[src/logic/iopm_defines.svh]
// Register offsets, image bit positions, reset values and timing counts of the image mapper.
`ifndef IOPM_DEFINES_SVH
`define IOPM_DEFINES_SVH

////////////////////////////////////////////////////////////////////////////////
// Register byte offsets on the Wishbone bus.
`define IOPM_OFS_IN0        8'h00
`define IOPM_OFS_IN1        8'h04
`define IOPM_OFS_OUT0       8'h08
`define IOPM_OFS_OUT1       8'h0c
`define IOPM_OFS_STATUS     8'h10
`define IOPM_OFS_MASK       8'h14

////////////////////////////////////////////////////////////////////////////////
// Image sizes in bits and the analog channel count.
`define IOPM_IN_BITS        56
`define IOPM_OUT_BITS       48
`define IOPM_ANA_CH         2
`define IOPM_ANA_RAW_W      24
`define IOPM_ANA_DATA_W     16

////////////////////////////////////////////////////////////////////////////////
// Input image positions: analog words first, then digital bits packed.
`define IOPM_IN_ANA_POS     0
`define IOPM_IN_D8_POS      32
`define IOPM_IN_IO8_POS     40
`define IOPM_IN_D4_POS      48

////////////////////////////////////////////////////////////////////////////////
// Output image positions in physical module order.
`define IOPM_OUT_O8_POS     0
`define IOPM_OUT_D8_POS     8
`define IOPM_OUT_O16_POS    16
`define IOPM_OUT_IO8_POS    32
`define IOPM_OUT_D4_POS     40
`define IOPM_OUT_USED       48'h0fff_ffff_ffff

////////////////////////////////////////////////////////////////////////////////
// Status and mask layout, reset values and bus timing.
`define IOPM_ST_D8_POS      0
`define IOPM_ST_D4_POS      8
`define IOPM_ST_W           12
`define IOPM_RST_OUT        48'h0000_0000_0000
`define IOPM_RST_MASK       12'h000
`define IOPM_ACK_CYCLES     1

`endif

[src/logic/iopm_pkg.sv]
// Types shared by the image mapper modules.
package iopm_pkg;

	typedef enum {
		IOPM_REG_IN0,
		IOPM_REG_IN1,
		IOPM_REG_OUT0,
		IOPM_REG_OUT1,
		IOPM_REG_STATUS,
		IOPM_REG_MASK,
		IOPM_REG_NONE
	} iopm_reg_t;

	typedef logic [31:0] iopm_word_t;

endpackage : iopm_pkg

[src/logic/iopm_diag_flags.sv]
// Per-channel fault flag capture with a rising-edge event for each channel.
`timescale 1ns/1ps
module iopm_diag_flags #(
	parameter int N = 4
) (
	input  wire logic         sys_clk_i,
	input  wire logic         reset_i,
	input  wire logic [N-1:0] overload_i,
	input  wire logic [N-1:0] short_i,
	input  wire logic [N-1:0] open_i,
	output logic      [N-1:0] flag_o,
	output logic      [N-1:0] event_o
);

	logic [N-1:0] flag_d;
	logic [N-1:0] flag_q;
	logic [N-1:0] event_d;
	logic [N-1:0] event_q;

	////////////////////////////////////////////////////////////////////////////////
	// A flag is one while any fault of its channel is present, zero otherwise.
	always_comb begin
		flag_d  = overload_i | short_i | open_i;
		event_d = flag_d & ~flag_q;
	end

	always_ff @(posedge sys_clk_i) begin
		if (reset_i) begin
			flag_q  <= '0;
			event_q <= '0;
		end else begin
			flag_q  <= flag_d;
			event_q <= event_d;
		end
	end

	assign flag_o  = flag_q;
	assign event_o = event_q;

	AST_FLAG_FOLLOWS: assert property (@(posedge sys_clk_i) disable iff (reset_i)
		!$past(reset_i) |-> flag_q == $past(overload_i | short_i | open_i))
		else $error("Diagnostic flag does not follow channel fault.");

endmodule : iopm_diag_flags

[src/logic/iopm_mapper.sv]
// Process image mapper: analog words and digital module bits to Wishbone image registers.
`timescale 1ns/1ps
`include "iopm_defines.svh"
module iopm_mapper
	import iopm_pkg::*;
(
	input  wire logic        sys_clk_i,
	input  wire logic        reset_i,
	input  wire logic        wb_cyc_i,
	input  wire logic        wb_stb_i,
	input  wire logic        wb_we_i,
	input  wire logic [7:0]  wb_adr_i,
	input  wire logic [3:0]  wb_sel_i,
	input  wire logic [31:0] wb_dat_i,
	output logic      [31:0] wb_dat_o,
	output logic             wb_ack_o,
	input  wire logic [47:0] ana_raw_i,
	input  wire logic [3:0]  d4_overload_i,
	input  wire logic [3:0]  d4_short_i,
	input  wire logic [3:0]  d4_open_i,
	input  wire logic [7:0]  d8_overload_i,
	input  wire logic [7:0]  d8_short_i,
	input  wire logic [7:0]  d8_open_i,
	input  wire logic [7:0]  io8_input_channel_level_i,
	output logic      [3:0]  d4_ctrl_o,
	output logic      [7:0]  d8_ctrl_o,
	output logic      [7:0]  o8_ctrl_o,
	output logic      [15:0] o16_ctrl_o,
	output logic      [7:0]  io8_ctrl_o,
	output logic             irq_o
);

	////////////////////////////////////////////////////////////////////////////////
	// Helpers.

	function automatic iopm_reg_t reg_decode(input logic [7:0] adr);
		case (adr)
			`IOPM_OFS_IN0:    reg_decode = IOPM_REG_IN0;
			`IOPM_OFS_IN1:    reg_decode = IOPM_REG_IN1;
			`IOPM_OFS_OUT0:   reg_decode = IOPM_REG_OUT0;
			`IOPM_OFS_OUT1:   reg_decode = IOPM_REG_OUT1;
			`IOPM_OFS_STATUS: reg_decode = IOPM_REG_STATUS;
			`IOPM_OFS_MASK:   reg_decode = IOPM_REG_MASK;
			default:          reg_decode = IOPM_REG_NONE;
		endcase
	endfunction : reg_decode

	function automatic iopm_word_t byte_merge(input iopm_word_t old_w, input iopm_word_t new_w,
		input logic [3:0] sel);
		iopm_word_t res;
		res = old_w;
		for (int b = 0; b < 4; b++) begin
			if (sel[b]) begin
				res[b*8 +: 8] = new_w[b*8 +: 8];
			end
		end
		byte_merge = res;
	endfunction : byte_merge

	////////////////////////////////////////////////////////////////////////////////
	// Diagnostic flag capture for the two diagnostic output modules.

	logic [3:0] d4_flag;
	logic [3:0] d4_event;
	logic [7:0] d8_flag;
	logic [7:0] d8_event;

	iopm_diag_flags #(
		.N (4)
	) u_diag4 (
		.sys_clk_i  (sys_clk_i),
		.reset_i    (reset_i),
		.overload_i (d4_overload_i),
		.short_i    (d4_short_i),
		.open_i     (d4_open_i),
		.flag_o     (d4_flag),
		.event_o    (d4_event)
	);

	iopm_diag_flags #(
		.N (8)
	) u_diag8 (
		.sys_clk_i  (sys_clk_i),
		.reset_i    (reset_i),
		.overload_i (d8_overload_i),
		.short_i    (d8_short_i),
		.open_i     (d8_open_i),
		.flag_o     (d8_flag),
		.event_o    (d8_event)
	);

	////////////////////////////////////////////////////////////////////////////////
	// Input image. Analog words occupy the low bytes, so digital bits always
	// land behind them whatever modules are fitted.

	logic [`IOPM_IN_BITS-1:0] in_img_d;
	logic [`IOPM_IN_BITS-1:0] in_img_q;

	always_comb begin
		in_img_d = '0;
		for (int c = 0; c < `IOPM_ANA_CH; c++) begin
			// The top 8 status bits of each raw channel are dropped.
			in_img_d[`IOPM_IN_ANA_POS + c*16 +: 16] =
				ana_raw_i[c*`IOPM_ANA_RAW_W +: `IOPM_ANA_DATA_W];
		end
		in_img_d[`IOPM_IN_D8_POS +: 8]  = d8_flag;
		in_img_d[`IOPM_IN_IO8_POS +: 8] = io8_input_channel_level_i;
		in_img_d[`IOPM_IN_D4_POS +: 4]  = d4_flag;
	end

	always_ff @(posedge sys_clk_i) begin
		if (reset_i) begin
			in_img_q <= '0;
		end else begin
			in_img_q <= in_img_d;
		end
	end

	////////////////////////////////////////////////////////////////////////////////
	// Bus slave and output image. A request is answered one cycle after it is
	// seen; a write lands on the same edge that raises ack.

	logic                      ack_d;
	logic                      ack_q;
	logic [31:0]               rdat_d;
	logic [31:0]               rdat_q;
	logic [`IOPM_OUT_BITS-1:0] out_img_d;
	logic [`IOPM_OUT_BITS-1:0] out_img_q;
	logic [`IOPM_ST_W-1:0]     mask_d;
	logic [`IOPM_ST_W-1:0]     mask_q;
	logic [`IOPM_ST_W-1:0]     st_q;
	logic                      take;
	logic                      wr;
	logic                      rd_status;
	iopm_reg_t                 sel_reg;
	iopm_word_t                merged;

	always_comb begin
		take      = wb_cyc_i && wb_stb_i && !ack_q;
		wr        = take && wb_we_i;
		sel_reg   = reg_decode(wb_adr_i);
		rd_status = take && !wb_we_i && (sel_reg == IOPM_REG_STATUS);
		ack_d     = take;
		rdat_d    = rdat_q;
		out_img_d = out_img_q;
		mask_d    = mask_q;
		merged    = '0;
		if (take && !wb_we_i) begin
			case (sel_reg)
				IOPM_REG_IN0:    rdat_d = in_img_q[31:0];
				IOPM_REG_IN1:    rdat_d = {8'h00, in_img_q[55:32]};
				IOPM_REG_OUT0:   rdat_d = out_img_q[31:0];
				IOPM_REG_OUT1:   rdat_d = {16'h0000, out_img_q[47:32]};
				IOPM_REG_STATUS: rdat_d = {20'h00000, st_q};
				IOPM_REG_MASK:   rdat_d = {20'h00000, mask_q};
				default:         rdat_d = 32'h0000_0000;
			endcase
		end
		if (wr) begin
			case (sel_reg)
				IOPM_REG_OUT0: begin
					merged    = byte_merge(out_img_q[31:0], wb_dat_i, wb_sel_i);
					out_img_d = {out_img_q[47:32], merged};
				end
				IOPM_REG_OUT1: begin
					merged    = byte_merge({16'h0000, out_img_q[47:32]}, wb_dat_i, wb_sel_i);
					// Bits past the last module stay zero to keep whole bytes clean.
					out_img_d = {merged[15:0], out_img_q[31:0]} & `IOPM_OUT_USED;
				end
				IOPM_REG_MASK: begin
					merged = byte_merge({20'h00000, mask_q}, wb_dat_i, wb_sel_i);
					mask_d = merged[`IOPM_ST_W-1:0];
				end
				default: begin
					merged = '0;
				end
			endcase
		end
	end

	always_ff @(posedge sys_clk_i) begin
		if (reset_i) begin
			ack_q     <= 1'b0;
			rdat_q    <= 32'h0000_0000;
			out_img_q <= `IOPM_RST_OUT;
			mask_q    <= `IOPM_RST_MASK;
		end else begin
			ack_q     <= ack_d;
			rdat_q    <= rdat_d;
			out_img_q <= out_img_d;
			mask_q    <= mask_d;
		end
	end

	////////////////////////////////////////////////////////////////////////////////
	// Fault events and interrupt. A new event in the cycle of a clearing read
	// survives, so no fault edge is lost between read and re-arm.

	logic [`IOPM_ST_W-1:0] st_d;
	logic [`IOPM_ST_W-1:0] ev;
	logic                  irq_d;
	logic                  irq_q;

	always_comb begin
		ev = '0;
		ev[`IOPM_ST_D8_POS +: 8] = d8_event;
		ev[`IOPM_ST_D4_POS +: 4] = d4_event;
		st_d  = (rd_status ? '0 : st_q) | ev;
		irq_d = |(st_d & mask_d);
	end

	always_ff @(posedge sys_clk_i) begin
		if (reset_i) begin
			st_q  <= '0;
			irq_q <= 1'b0;
		end else begin
			st_q  <= st_d;
			irq_q <= irq_d;
		end
	end

	////////////////////////////////////////////////////////////////////////////////
	// Outputs, each a slice of a register.

	assign wb_ack_o   = ack_q;
	assign wb_dat_o   = rdat_q;
	assign irq_o      = irq_q;
	assign o8_ctrl_o  = out_img_q[`IOPM_OUT_O8_POS +: 8];
	assign d8_ctrl_o  = out_img_q[`IOPM_OUT_D8_POS +: 8];
	assign o16_ctrl_o = out_img_q[`IOPM_OUT_O16_POS +: 16];
	assign io8_ctrl_o = out_img_q[`IOPM_OUT_IO8_POS +: 8];
	assign d4_ctrl_o  = out_img_q[`IOPM_OUT_D4_POS +: 4];

	////////////////////////////////////////////////////////////////////////////////
	// Checks.

	AST_ACK_ONE_CYCLE: assert property (@(posedge sys_clk_i) disable iff (reset_i)
		wb_cyc_i && wb_stb_i && !wb_ack_o |=> wb_ack_o ##1 !wb_ack_o)
		else $error("Bus request not acked for exactly one cycle.");

	AST_D8_FLAG_IMAGE: assert property (@(posedge sys_clk_i) disable iff (reset_i)
		!$past(reset_i) && !$past(reset_i, 2) |->
		in_img_q[`IOPM_IN_D8_POS] == $past(d8_overload_i[0] | d8_short_i[0] | d8_open_i[0], 2))
		else $error("Channel 1 fault flag missing from input image bit.");

	AST_D4_FLAG_IMAGE: assert property (@(posedge sys_clk_i) disable iff (reset_i)
		!$past(reset_i) |-> in_img_q[`IOPM_IN_D4_POS +: 4] == $past(d4_flag)
		&& in_img_q[55:52] == 4'h0)
		else $error("Four-channel flags misplaced in input image.");

	AST_ANA_LITTLE_END: assert property (@(posedge sys_clk_i) disable iff (reset_i)
		!$past(reset_i) |-> in_img_q[7:0] == $past(ana_raw_i[7:0])
		&& in_img_q[15:8] == $past(ana_raw_i[15:8]))
		else $error("Analog word not little-endian in input image.");

	AST_ANA_NO_STATUS: assert property (@(posedge sys_clk_i) disable iff (reset_i)
		!$past(reset_i) |-> in_img_q[31:16] == $past(ana_raw_i[39:24]))
		else $error("Analog status bits leaked into input image.");

	AST_IO8_LEVELS: assert property (@(posedge sys_clk_i) disable iff (reset_i)
		!$past(reset_i) |-> in_img_q[`IOPM_IN_IO8_POS +: 8] == $past(io8_input_channel_level_i))
		else $error("Combined module input levels misplaced.");

	AST_O8_WRITE: assert property (@(posedge sys_clk_i) disable iff (reset_i)
		wb_cyc_i && wb_stb_i && !wb_ack_o && wb_we_i && wb_adr_i == `IOPM_OFS_OUT0
		&& wb_sel_i[0] |=> o8_ctrl_o == $past(wb_dat_i[7:0]))
		else $error("Output byte write did not reach eight-channel module.");

	AST_O16_WRITE: assert property (@(posedge sys_clk_i) disable iff (reset_i)
		wb_cyc_i && wb_stb_i && !wb_ack_o && wb_we_i && wb_adr_i == `IOPM_OFS_OUT0
		&& wb_sel_i[3:2] == 2'b11 |=> o16_ctrl_o == $past(wb_dat_i[31:16]))
		else $error("Sixteen-channel field write lost.");

	AST_OUT_PAD_ZERO: assert property (@(posedge sys_clk_i) disable iff (reset_i)
		out_img_q[47:44] == 4'h0)
		else $error("Unused output image bits are not zero.");

	AST_EVENT_BEATS_CLEAR: assert property (@(posedge sys_clk_i) disable iff (reset_i)
		rd_status && d8_event[0] |=> st_q[`IOPM_ST_D8_POS] ##1 1'b1)
		else $error("Fault event lost during status clear.");

	AST_IRQ_LEVEL: assert property (@(posedge sys_clk_i) disable iff (reset_i)
		!$past(reset_i) |-> irq_o == |(st_q & mask_q))
		else $error("Interrupt does not match masked status.");

endmodule : iopm_mapper

[config.mk]
export PLATFORM = sky130hd
export DESIGN_NAME = iopm_mapper
export DESIGN_NICKNAME = d
export VERILOG_FILES = /design/src/logic/iopm_pkg.sv /design/src/logic/iopm_diag_flags.sv /design/src/logic/iopm_mapper.sv
export VERILOG_INCLUDE_DIRS = /design/src /design/src/logic
export SDC_FILE = /design/constraint.sdc
export NUM_CORES = 1
export LEC_CHECK = 0
export BUFFER_PORTS_ARGS = -buffer_cell sky130_fd_sc_hd__buf_2
export CELL_PAD_IN_SITES_DETAIL_PLACEMENT = 1
export CELL_PAD_IN_SITES_GLOBAL_PLACEMENT = 1
export CORE_MARGIN = 4
export CORE_UTILIZATION = 37
export CTS_CLUSTER_DIAMETER = 200
export DETAILED_ROUTE_END_ITERATION = 16
export PLACE_DENSITY_LB_ADDON = 0.1
export SYNTH_ARGS = -nofsm -noshare
export SYNTH_HDL_FRONTEND = slang
export SYNTH_SLANG_ARGS = --single-unit
export TNS_END_PERCENT = 1
[constraint.sdc]
create_clock -name sys_clk_i -period 4.2 [get_ports sys_clk_i]
set_input_delay 0.21 -clock sys_clk_i [delete_from_list [all_inputs] [get_ports sys_clk_i]]
set_output_delay 0.21 -clock sys_clk_i [all_outputs]
set_load 0.02 [all_outputs]
==> results of run 1 <==
==> how the worst max path moves through the flow <==
stage / slack, ns / startpoint / end
final: 0.64 / wb_adr_i[1] / irq_o$_SDFF_PP0_
after global routing: 0.55 / wb_adr_i[1] / irq_o$_SDFF_PP0_
after CTS: 0.68 / wb_adr_i[1] / irq_o$_SDFF_PP0_
after detailed placement: 0.32 / wb_adr_i[1] / irq_o$_SDFF_PP0_
after global placement: 0.48 / wb_adr_i[1] / irq_o$_SDFF_PP0_
after floorplan: 0.61 / wb_adr_i[1] / irq_o$_SDFF_PP0_
==> cells by family (layout without fill, tap and decap cells) <==
group / after synthesis / in the layout / share of synthesized area [%]
AOI/OAI and AO/OA: 141 / 141 / 16.0
adders and majority gates: 1 / 1 / 0.197
buffers and inverters: 47 / 276 / 3.19
DFF: 178 / 178 / 56.0
muxes: 26 / 26 / 4.13
and+or+nand+nor: 262 / 262 / 20.4
==> state kept, by name (all words and copies together) (netlist names) <==
signal / cells
wb_ack_o: 1
in_img_q: 52
u_diag4.event_o: 4
u_diag4.flag_o: 4
st_q: 12
u_diag8.event_o: 8
u_diag8.flag_o: 8
irq_o: 1
wb_dat_o: 32
out_img_q: 44
mask_q: 12
==> cells in the mapped netlist, drive strengths merged, types with 2 or more instances <==
library cell    n  area (um2)
dfxtp         178        3560
nor3           28         145
or3             2        13.8
a22o           11        96.3
nand3          15        75.1
o21ai           8        40.0
a21o            2        15.0
a2bb2oi        12         105
nor2b          52         325
a222oi         31         310
mux2            2        22.5
a21oi          46         230
buf            14        78.8
clkbuf         32         120
nand2          77         289
o22ai           6        37.5
and2            4        25.0
nor4            5        67.6
a22oi          23         173
mux2i          24         240
nand4           5        37.5
nor2           65         244
==> power breakdown <==
group          switching (mW)  total (mW)  internal [mW]
Clock                   0.647        1.63          0.979
Combinational           0.103       0.197         0.0938
Sequential             0.0208        1.76           1.74
Total                   0.771        3.58           2.81
==> metrics by stage <==
| stage | util, % | setup slack, ns | hold slack, ns |
|---|---|---|---|
| final | 50.9 | 0.642 | 0.0197 |
| after global routing | 50.9 | 0.551 | 0.0129 |
| after CTS | 50.9 | 0.682 | 0.000381 |
| after detailed placement | 45.4 | 0.317 | 0.405 |
| after global placement | 45.4 | 0.477 | 0.400 |
| after floorplan | - | 0.614 | 0.338 |
==> cell type report <==
cell class / instances / area [um2] / area share [%]
timing repair buffer: 246 / 1450 / 17.0
sequential: 178 / 3560 / 41.9
tap: 220 / 275 / 3.24
inverter: 1 / 3.75 / 0.0442
clock inverter: 7 / 125 / 1.47
clock buffer: 22 / 474 / 5.58
multi-input combinational: 430 / 2610 / 30.7
==> critical path: stages <==
cell and delay [ns]:
sky130_fd_sc_hd__buf_2 0.11, sky130_fd_sc_hd__or4_4 0.61, sky130_fd_sc_hd__or3_2 0.53, sky130_fd_sc_hd__ha_1 0.35, sky130_fd_sc_hd__or4b_4 0.56, sky130_fd_sc_hd__nor4_4 0.27, sky130_fd_sc_hd__buf_4 0.23, sky130_fd_sc_hd__mux2i_1 0.29
sky130_fd_sc_hd__o22ai_1 0.14, sky130_fd_sc_hd__nor4_1 0.35, sky130_fd_sc_hd__a21oi_1 0.15
==> layer usage <==
layer  up-vias  GRT usage [%]  wire, um
li1       2776              -         -
met1      2822           29.6      9740
met2       194           35.9     10100
met3        20           5.14      1250
met4         0           5.36       283
met5         -              0         0
==> repair_timing <==
item | CTS | global route
hold endpoints to repair | 29 | 0
hold buffers | 32 | 0
setup endpoints to repair | 0 | 0
==> results.txt, run 1 <==
In this run the worst hold path is classified as in2reg. The count of flip-flops with a built-in enable after synthesis is 0. The highest clock rate is 0.281 GHz.

The area of all placed cells without fillers is 8500 um2. The final non-filler cell total came out at 1,104. In this run the critical register-to-register path is launched from wb_ack_o$_SDFF_PP0_. Counting along the longest clock path gives a buffer depth of 2. Dividing the detail-routed via count by the number of cells gives 5.26. The number of standard cells after synthesis is 655. The worst setup path is captured at a register. The class of the most critical setup path is in2reg. Of all flip-flops after synthesis, the portion carrying an async set or reset was 0%. The setup clock skew after layout is 0.00682 ns.

The final hold violation count came out at 0. The flow ran to the end, and the final reports show no timing, DRC or antenna violations. The worst slew margin relative to its limit came out at 27.9%. In this run the most critical hold path is launched from d4_short_i[1]. After clock tree synthesis, the clock-pin slew on the worst setup and hold paths is 0.06 ns.

The core region is 16,700 um2. The share of post-route cells with drive strength above 1 is 28.7%. Setup total negative slack on the finished layout was measured at 0 ns. The number of clock sinks came out at 178. The placer's final routability congestion estimate came out at 0.844.

In the global route stage, overall resource usage came out at 22.0%. Once the clock tree was built, the setup fixing pass inserted 0 buffers. The horizontal die dimension is 139 um. For this design the static power due to leakage is 3.60 nW. The most frequently used flop master after synthesis is sky130_fd_sc_hd__dfxtp_1. The mapped cell area is 6360 um2. The worst setup path is launched from a primary input. The number of global-route vias before repair was 6,151.

The residual overflow from global routing came out at 0. The vertical die dimension is 139 um. The maximum level of the CTS H-tree came out at 4. The number of buffers created by CTS came out at 17. After clock tree synthesis, the repair step resized 0 gates. The number of iterations in the first detailed-routing pass came out at 8. The number of warning messages in the yosys log is 0. Dividing the detail-routed wire length by the instance count gives 19.4 um. The final number of setup-violating endpoints is 0. The setup check on the worst reg-to-reg path leaves a slack of 1.53 ns. The number of cells in the design after placement came out at 1,043. The average instance area after synthesis came out at 9.72 um2. The path with the worst hold slack has its endpoint at u_diag4.flag_o[1]$_SDFF_PP0_. The post-synth net total is 797.

The maximum fanout along the worst path is 8. The number of unique standard cell types used by synthesis came out at 43. The number of antenna cells inserted is 0. The worst-margin pin slew came out at 1.08 ns. Clock latency on the worst-skew pair, taken at its later pin, is 0.42 ns. The placed cell area is 7580 um2.

The initial antenna violation count was 0. Fill cells in the final layout number 1,962. The number of cells on the worst hold path came out at 3. The total DRC errors in the routed layout is 0.

Sequential cells were found to cover 56.0% of the synthesized design area. The I/O pin count is 219. The most common cell after layout, fill and taps aside is sky130_fd_sc_hd__buf_2. The die covers 19,400 um2. The final routed wirelength across all metal layers came out at 21,400 um.

The arrival time of the worst setup path is 3.80 ns. The capture point of the worst reg-to-reg path is irq_o$_SDFF_PP0_. The final layout contains 1,016 nets. The top cell types in the final layout, fill and taps aside, are 201 x sky130_fd_sc_hd__buf_2, 178 x sky130_fd_sc_hd__dfxtp_1, 77 x sky130_fd_sc_hd__nand2_1, 64 x sky130_fd_sc_hd__nor2_1, 52 x sky130_fd_sc_hd__nor2b_1. Entering global routing, the biggest net connects 106 pins. The flip-flop and latch count after synthesis is 178. The number of buffers added on ports is 202. The part of the cycle the worst path needs is 84.7%.

TritonCTS built the clock tree. The count of antenna-violating nets left after detailed routing is 0. The smallest clock period supported by the final layout is computed as 3.56 ns.

The initial standard-cell utilization of the core is 38.1%. The number of violations of the max-capacitance limit is 0. The first global-routing pass estimated 33,900 um of wire. At the worst endpoint, the required time is 4.45 ns. In this run the power density over the cells is 422 nW/um2.

The cell sitting at the root of the clock tree is a sky130_fd_sc_hd__clkbuf_16. Summed over all nets, the half-perimeter wirelength after detailed placement is 15,500 um. The overall power after layout is 3.58 mW.

The number of rows created at floorplan is 47. The worst-case IR drop observed on VDD is 0.318 mV. For the worst flop-to-flop path, the logic depth is 7. The number of DRC violations after detailed-routing iteration 0 is 428.

From synthesis to final layout, the design area changed by 33.6%. The max-slew violation count is 0. Setup repair after global routing left no endpoint under its margin.

Summing over every cut layer, the via total after detailed routing is 5,812.
Power figures use the tool's default switching activity.
==> run 2: changes to the inputs <==
Settings changed: CORE_UTILIZATION 37 to 33.
Clock period 4.2 ns to 3.2 ns, I/O delays scaled along.
==> run 2 against run 1 <==
  * Sequential share of layout area decreased by 2.7 points
  * Combinational power increased by 57%
  * Sequential power increased by 31%
  * Non-clock buffer count increased by 54
  * Global-route usage decreased by 1.6 points
  * Critical path type unchanged
  * Largest cell class unchanged
  * Largest power group unchanged
  * Highest routed layer unchanged
==> results.txt, run 2 (same netlist as run 1, synthesis figures left out) <==
The register-to-register path setup slack is 0.87 ns (was 1.53 ns). The critical path capture point is irq_o$_SDFF_PP0_ (unchanged). The placeable core area came to 18,800 um2 (was 16,700 um2). The max-slew violation count is 0 (unchanged). Critical-path cell list: buf_2 -> or4_4 -> or3_4 -> ha_4 -> or4b_4 -> nor4_4 -> buf_4 -> mux2i_1 -> o22ai_1 -> nor4_1 -> a21oi_1 (was buf_2 -> or4_4 -> or3_2 -> ha_1 -> or4b_4 -> nor4_4 -> buf_4 -> mux2i_1 -> o22ai_1 -> nor4_1 -> a21oi_1). The highest clock rate is 0.341 GHz. The final critical delay including setup and external delays came out at 2.93 ns. The class of the most critical setup path was in2reg (unchanged). The post-synthesis to final-layout area growth came to 42.9% (was 33.6%). The final hold violation count is 0 (unchanged).

The share of post-route cells with drive strength above 1 is 28.5% (was 28.7%). The longest individual stage delay on the worst path came out at 0.54 ns (was 0.61 ns). Setup repair after global routing missed its margin: no (unchanged). The reg-to-reg critical path startpoint is wb_ack_o$_SDFF_PP0_ (unchanged). The leakage power figure came out at 3.85 nW (was 3.60 nW). The number of clock sinks is 178 (unchanged).

The register with the most flip-flops is in_img_q (unchanged). The number of cells on the worst hold path came out at 3 (unchanged). The class of the worst hold path is in2reg (unchanged). The maximum fanout along the worst path came out at 7 (was 8).

The number of buffers added for setup after CTS is 0 (unchanged). The CTS tree is yes (unchanged). The I/O pin count was 219 (unchanged). The number of filler cells placed in the layout is 2,155 (was 1,962). The area of the die is 21,600 um2 (was 19,400 um2).

The placer's final routability congestion estimate is 0.860 (was 0.844). The vertical die dimension came out at 147 um (was 139 um). The maximum level of the CTS H-tree came out at 4 (unchanged). The capture point of the worst reg-to-reg path is irq_o$_SDFF_PP0_ (unchanged). The most common cell after layout, fill and taps aside is sky130_fd_sc_hd__buf_2 (unchanged). The number of violations of the max-capacitance limit came to 0 (unchanged). The average routed wire per standard cell is 18.8 um (was 19.4 um).

The global-route usage over all layers came out at 20.4% (was 22.0%). The residual overflow from global routing came out at 0 (unchanged). The critical path's top delay family is simple AND/OR/NAND/NOR gates (unchanged).

The number of buffers and inverters on the critical path was 2 (unchanged). The final number of setup-violating endpoints came out at 0 (unchanged). The setup clock skew after layout is 0.00567 ns (was 0.00682 ns).

Status: completed (unchanged). The worst-margin pin slew is 0.678 ns (was 1.08 ns). The final-layout worst hold slack is 0.0160 ns (was 0.0197 ns).

The critical-path cell with the highest stage delay is sky130_fd_sc_hd__or4_4 (unchanged). The sort of element at the end of the critical path is a register (unchanged). The final routed wirelength across all metal layers came out at 22,500 um (was 21,400 um). The global-route wire length before repair is 34,900 um (was 33,900 um).

The number of buffers created by CTS came to 17 (unchanged). The count of antenna-violating nets left after detailed routing is 0 (unchanged). The number of DRC violations after detailed-routing iteration 0 came to 411 (was 428). The initial standard-cell utilization of the core was 33.8% (was 38.1%). The clock tree root buffer cell was sky130_fd_sc_hd__clkbuf_16 (unchanged).

The total number of nets in the final design is 1,070 (was 1,016). The worst slew margin relative to its limit came out at 54.8% (was 27.9%). The flip-flop count of the largest register after layout came out at 52 (unchanged). The part of the cycle the worst path needs came out at 91.6%. The number of buffers added on ports is 202 (unchanged). The post-detailed-placement half-perimeter wirelength came out at 16,100 um (was 15,500 um). The number of global-route vias before repair came to 6,289 (was 6,151). The overall power after layout came to 4.76 mW (was 3.58 mW).

The maximum number of pins on one net before global-route repair is 144 (was 106). The number of antenna cells inserted came out at 0 (unchanged). The cell area power density is 523 nW/um2 (was 422 nW/um2).

The number of iterations in the first detailed-routing pass came out at 5 (was 8). The initial antenna violation count came out at 0 (unchanged). The clock-pin slew on the worst setup and hold paths is 0.06 ns (about the same).

The logic depth of the worst register-to-register path is 8 (was 7). The total DRC errors in the routed layout is 0 (unchanged). The routed via count is 6,047 (was 5,812). The critical path launch point was wb_adr_i[1] (unchanged).

The type of origin of the critical path was a primary input (unchanged). The worst voltage drop across the vdd grid came to 0.327 mV (was 0.318 mV). The maximum number of buffers from clock root to sink came to 2 (unchanged). The number of vias per cell after detailed routing came out at 5.04 (was 5.26).

The horizontal die dimension is 147 um (was 139 um). The number of logic stages on the critical path including buffering is 11 (unchanged). Commonest cells after routing, fill and taps aside: 201 x sky130_fd_sc_hd__buf_2, 178 x sky130_fd_sc_hd__dfxtp_1, 77 x sky130_fd_sc_hd__nand2_1, 77 x sky130_fd_sc_hd__dlygate4sd3_1, 64 x sky130_fd_sc_hd__nor2_1 (was 201 x sky130_fd_sc_hd__buf_2, 178 x sky130_fd_sc_hd__dfxtp_1, 77 x sky130_fd_sc_hd__nand2_1, 64 x sky130_fd_sc_hd__nor2_1, 52 x sky130_fd_sc_hd__nor2b_1). The required arrival time at the worst endpoint is 3.48 ns (was 4.45 ns). The number of rows created at floorplan came out at 50 (was 47). The arrival time of the worst setup path is 3.21 ns (was 3.80 ns). The clock latency of the later-clocked register in the worst-skew pair came out at 0.42 ns (about the same).
[run 2: final cells by class]
type / instances / area, um2 / share of cell area (%)
flip-flops and latches: 178 / 3560 / 39.2
multi-input cells: 430 / 2630 / 28.9
repair buffers: 300 / 1970 / 21.6
clock buffers: 19 / 453 / 4.98
well taps: 260 / 325 / 3.58
clock inverters: 12 / 156 / 1.72
inverters: 1 / 3.75 / 0.0413
[run 2: repair_timing]
item / 4_1_cts / 5_1_grt
hold buffers: 77 / 0
endpoints found under the hold margin: 65 / 0
gates resized for setup: 0 / 0
[run 2: how the worst min path moves through the flow]
stage | start | to | slack, ns
final | wb_dat_i[19] | out_img_q[19]$_SDFFE_PP0P_ | 0.02
after detailed placement | ana_raw_i[33] | in_img_q[25]$_SDFF_PP0_ | 0.38
after floorplan | ana_raw_i[0] | in_img_q[0]$_SDFF_PP0_ | 0.29
after global placement | ana_raw_i[1] | in_img_q[1]$_SDFF_PP0_ | 0.37
after CTS | wb_dat_i[19] | out_img_q[19]$_SDFFE_PP0P_ | 0.0001
after global routing | wb_dat_i[19] | out_img_q[19]$_SDFFE_PP0P_ | 0.005
[run 2: metal layers]
| metal | GRT usage (%) | wire (um) | share of wire [%] |
|---|---|---|---|
| met1 | 27.6 | 10200 | 45 |
| met2 | 32.7 | 10600 | 47 |
| met3 | 4.50 | 1350 | 6.0 |
| met4 | 6.40 | 337 | 1.5 |
| met5 | 0 | 0 | 0 |
[run 2: worst min-delay path: stages]
cell and delay (ns):
sky130_fd_sc_hd__buf_2 0.10, sky130_fd_sc_hd__nand3_1 0.07, sky130_fd_sc_hd__a21oi_1 0.06
[run 2: power by group]
part	internal (mW)	switching, mW	leakage (nW)
combinational	0.161	0.148	2.10
sequential	2.28	0.0283	1.46
clock	1.27	0.870	0.288
[run 2: per-stage QoR]
stage          utilization, %  setup TNS, ns  setup slack [ns]  std cells  area (um2)
6_report                 48.3              0             0.268       1200        9100
4_1_cts                  48.3              0             0.272       1200        9100
5_1_grt                  48.3              0            0.0719       1200        9100
2_1_floorplan               -         -0.133            -0.133        655        6380
3_5_place_dp             41.0         -0.129            -0.129       1092        7720
3_3_place_gp             41.0        -0.0536           -0.0536       1092        7720
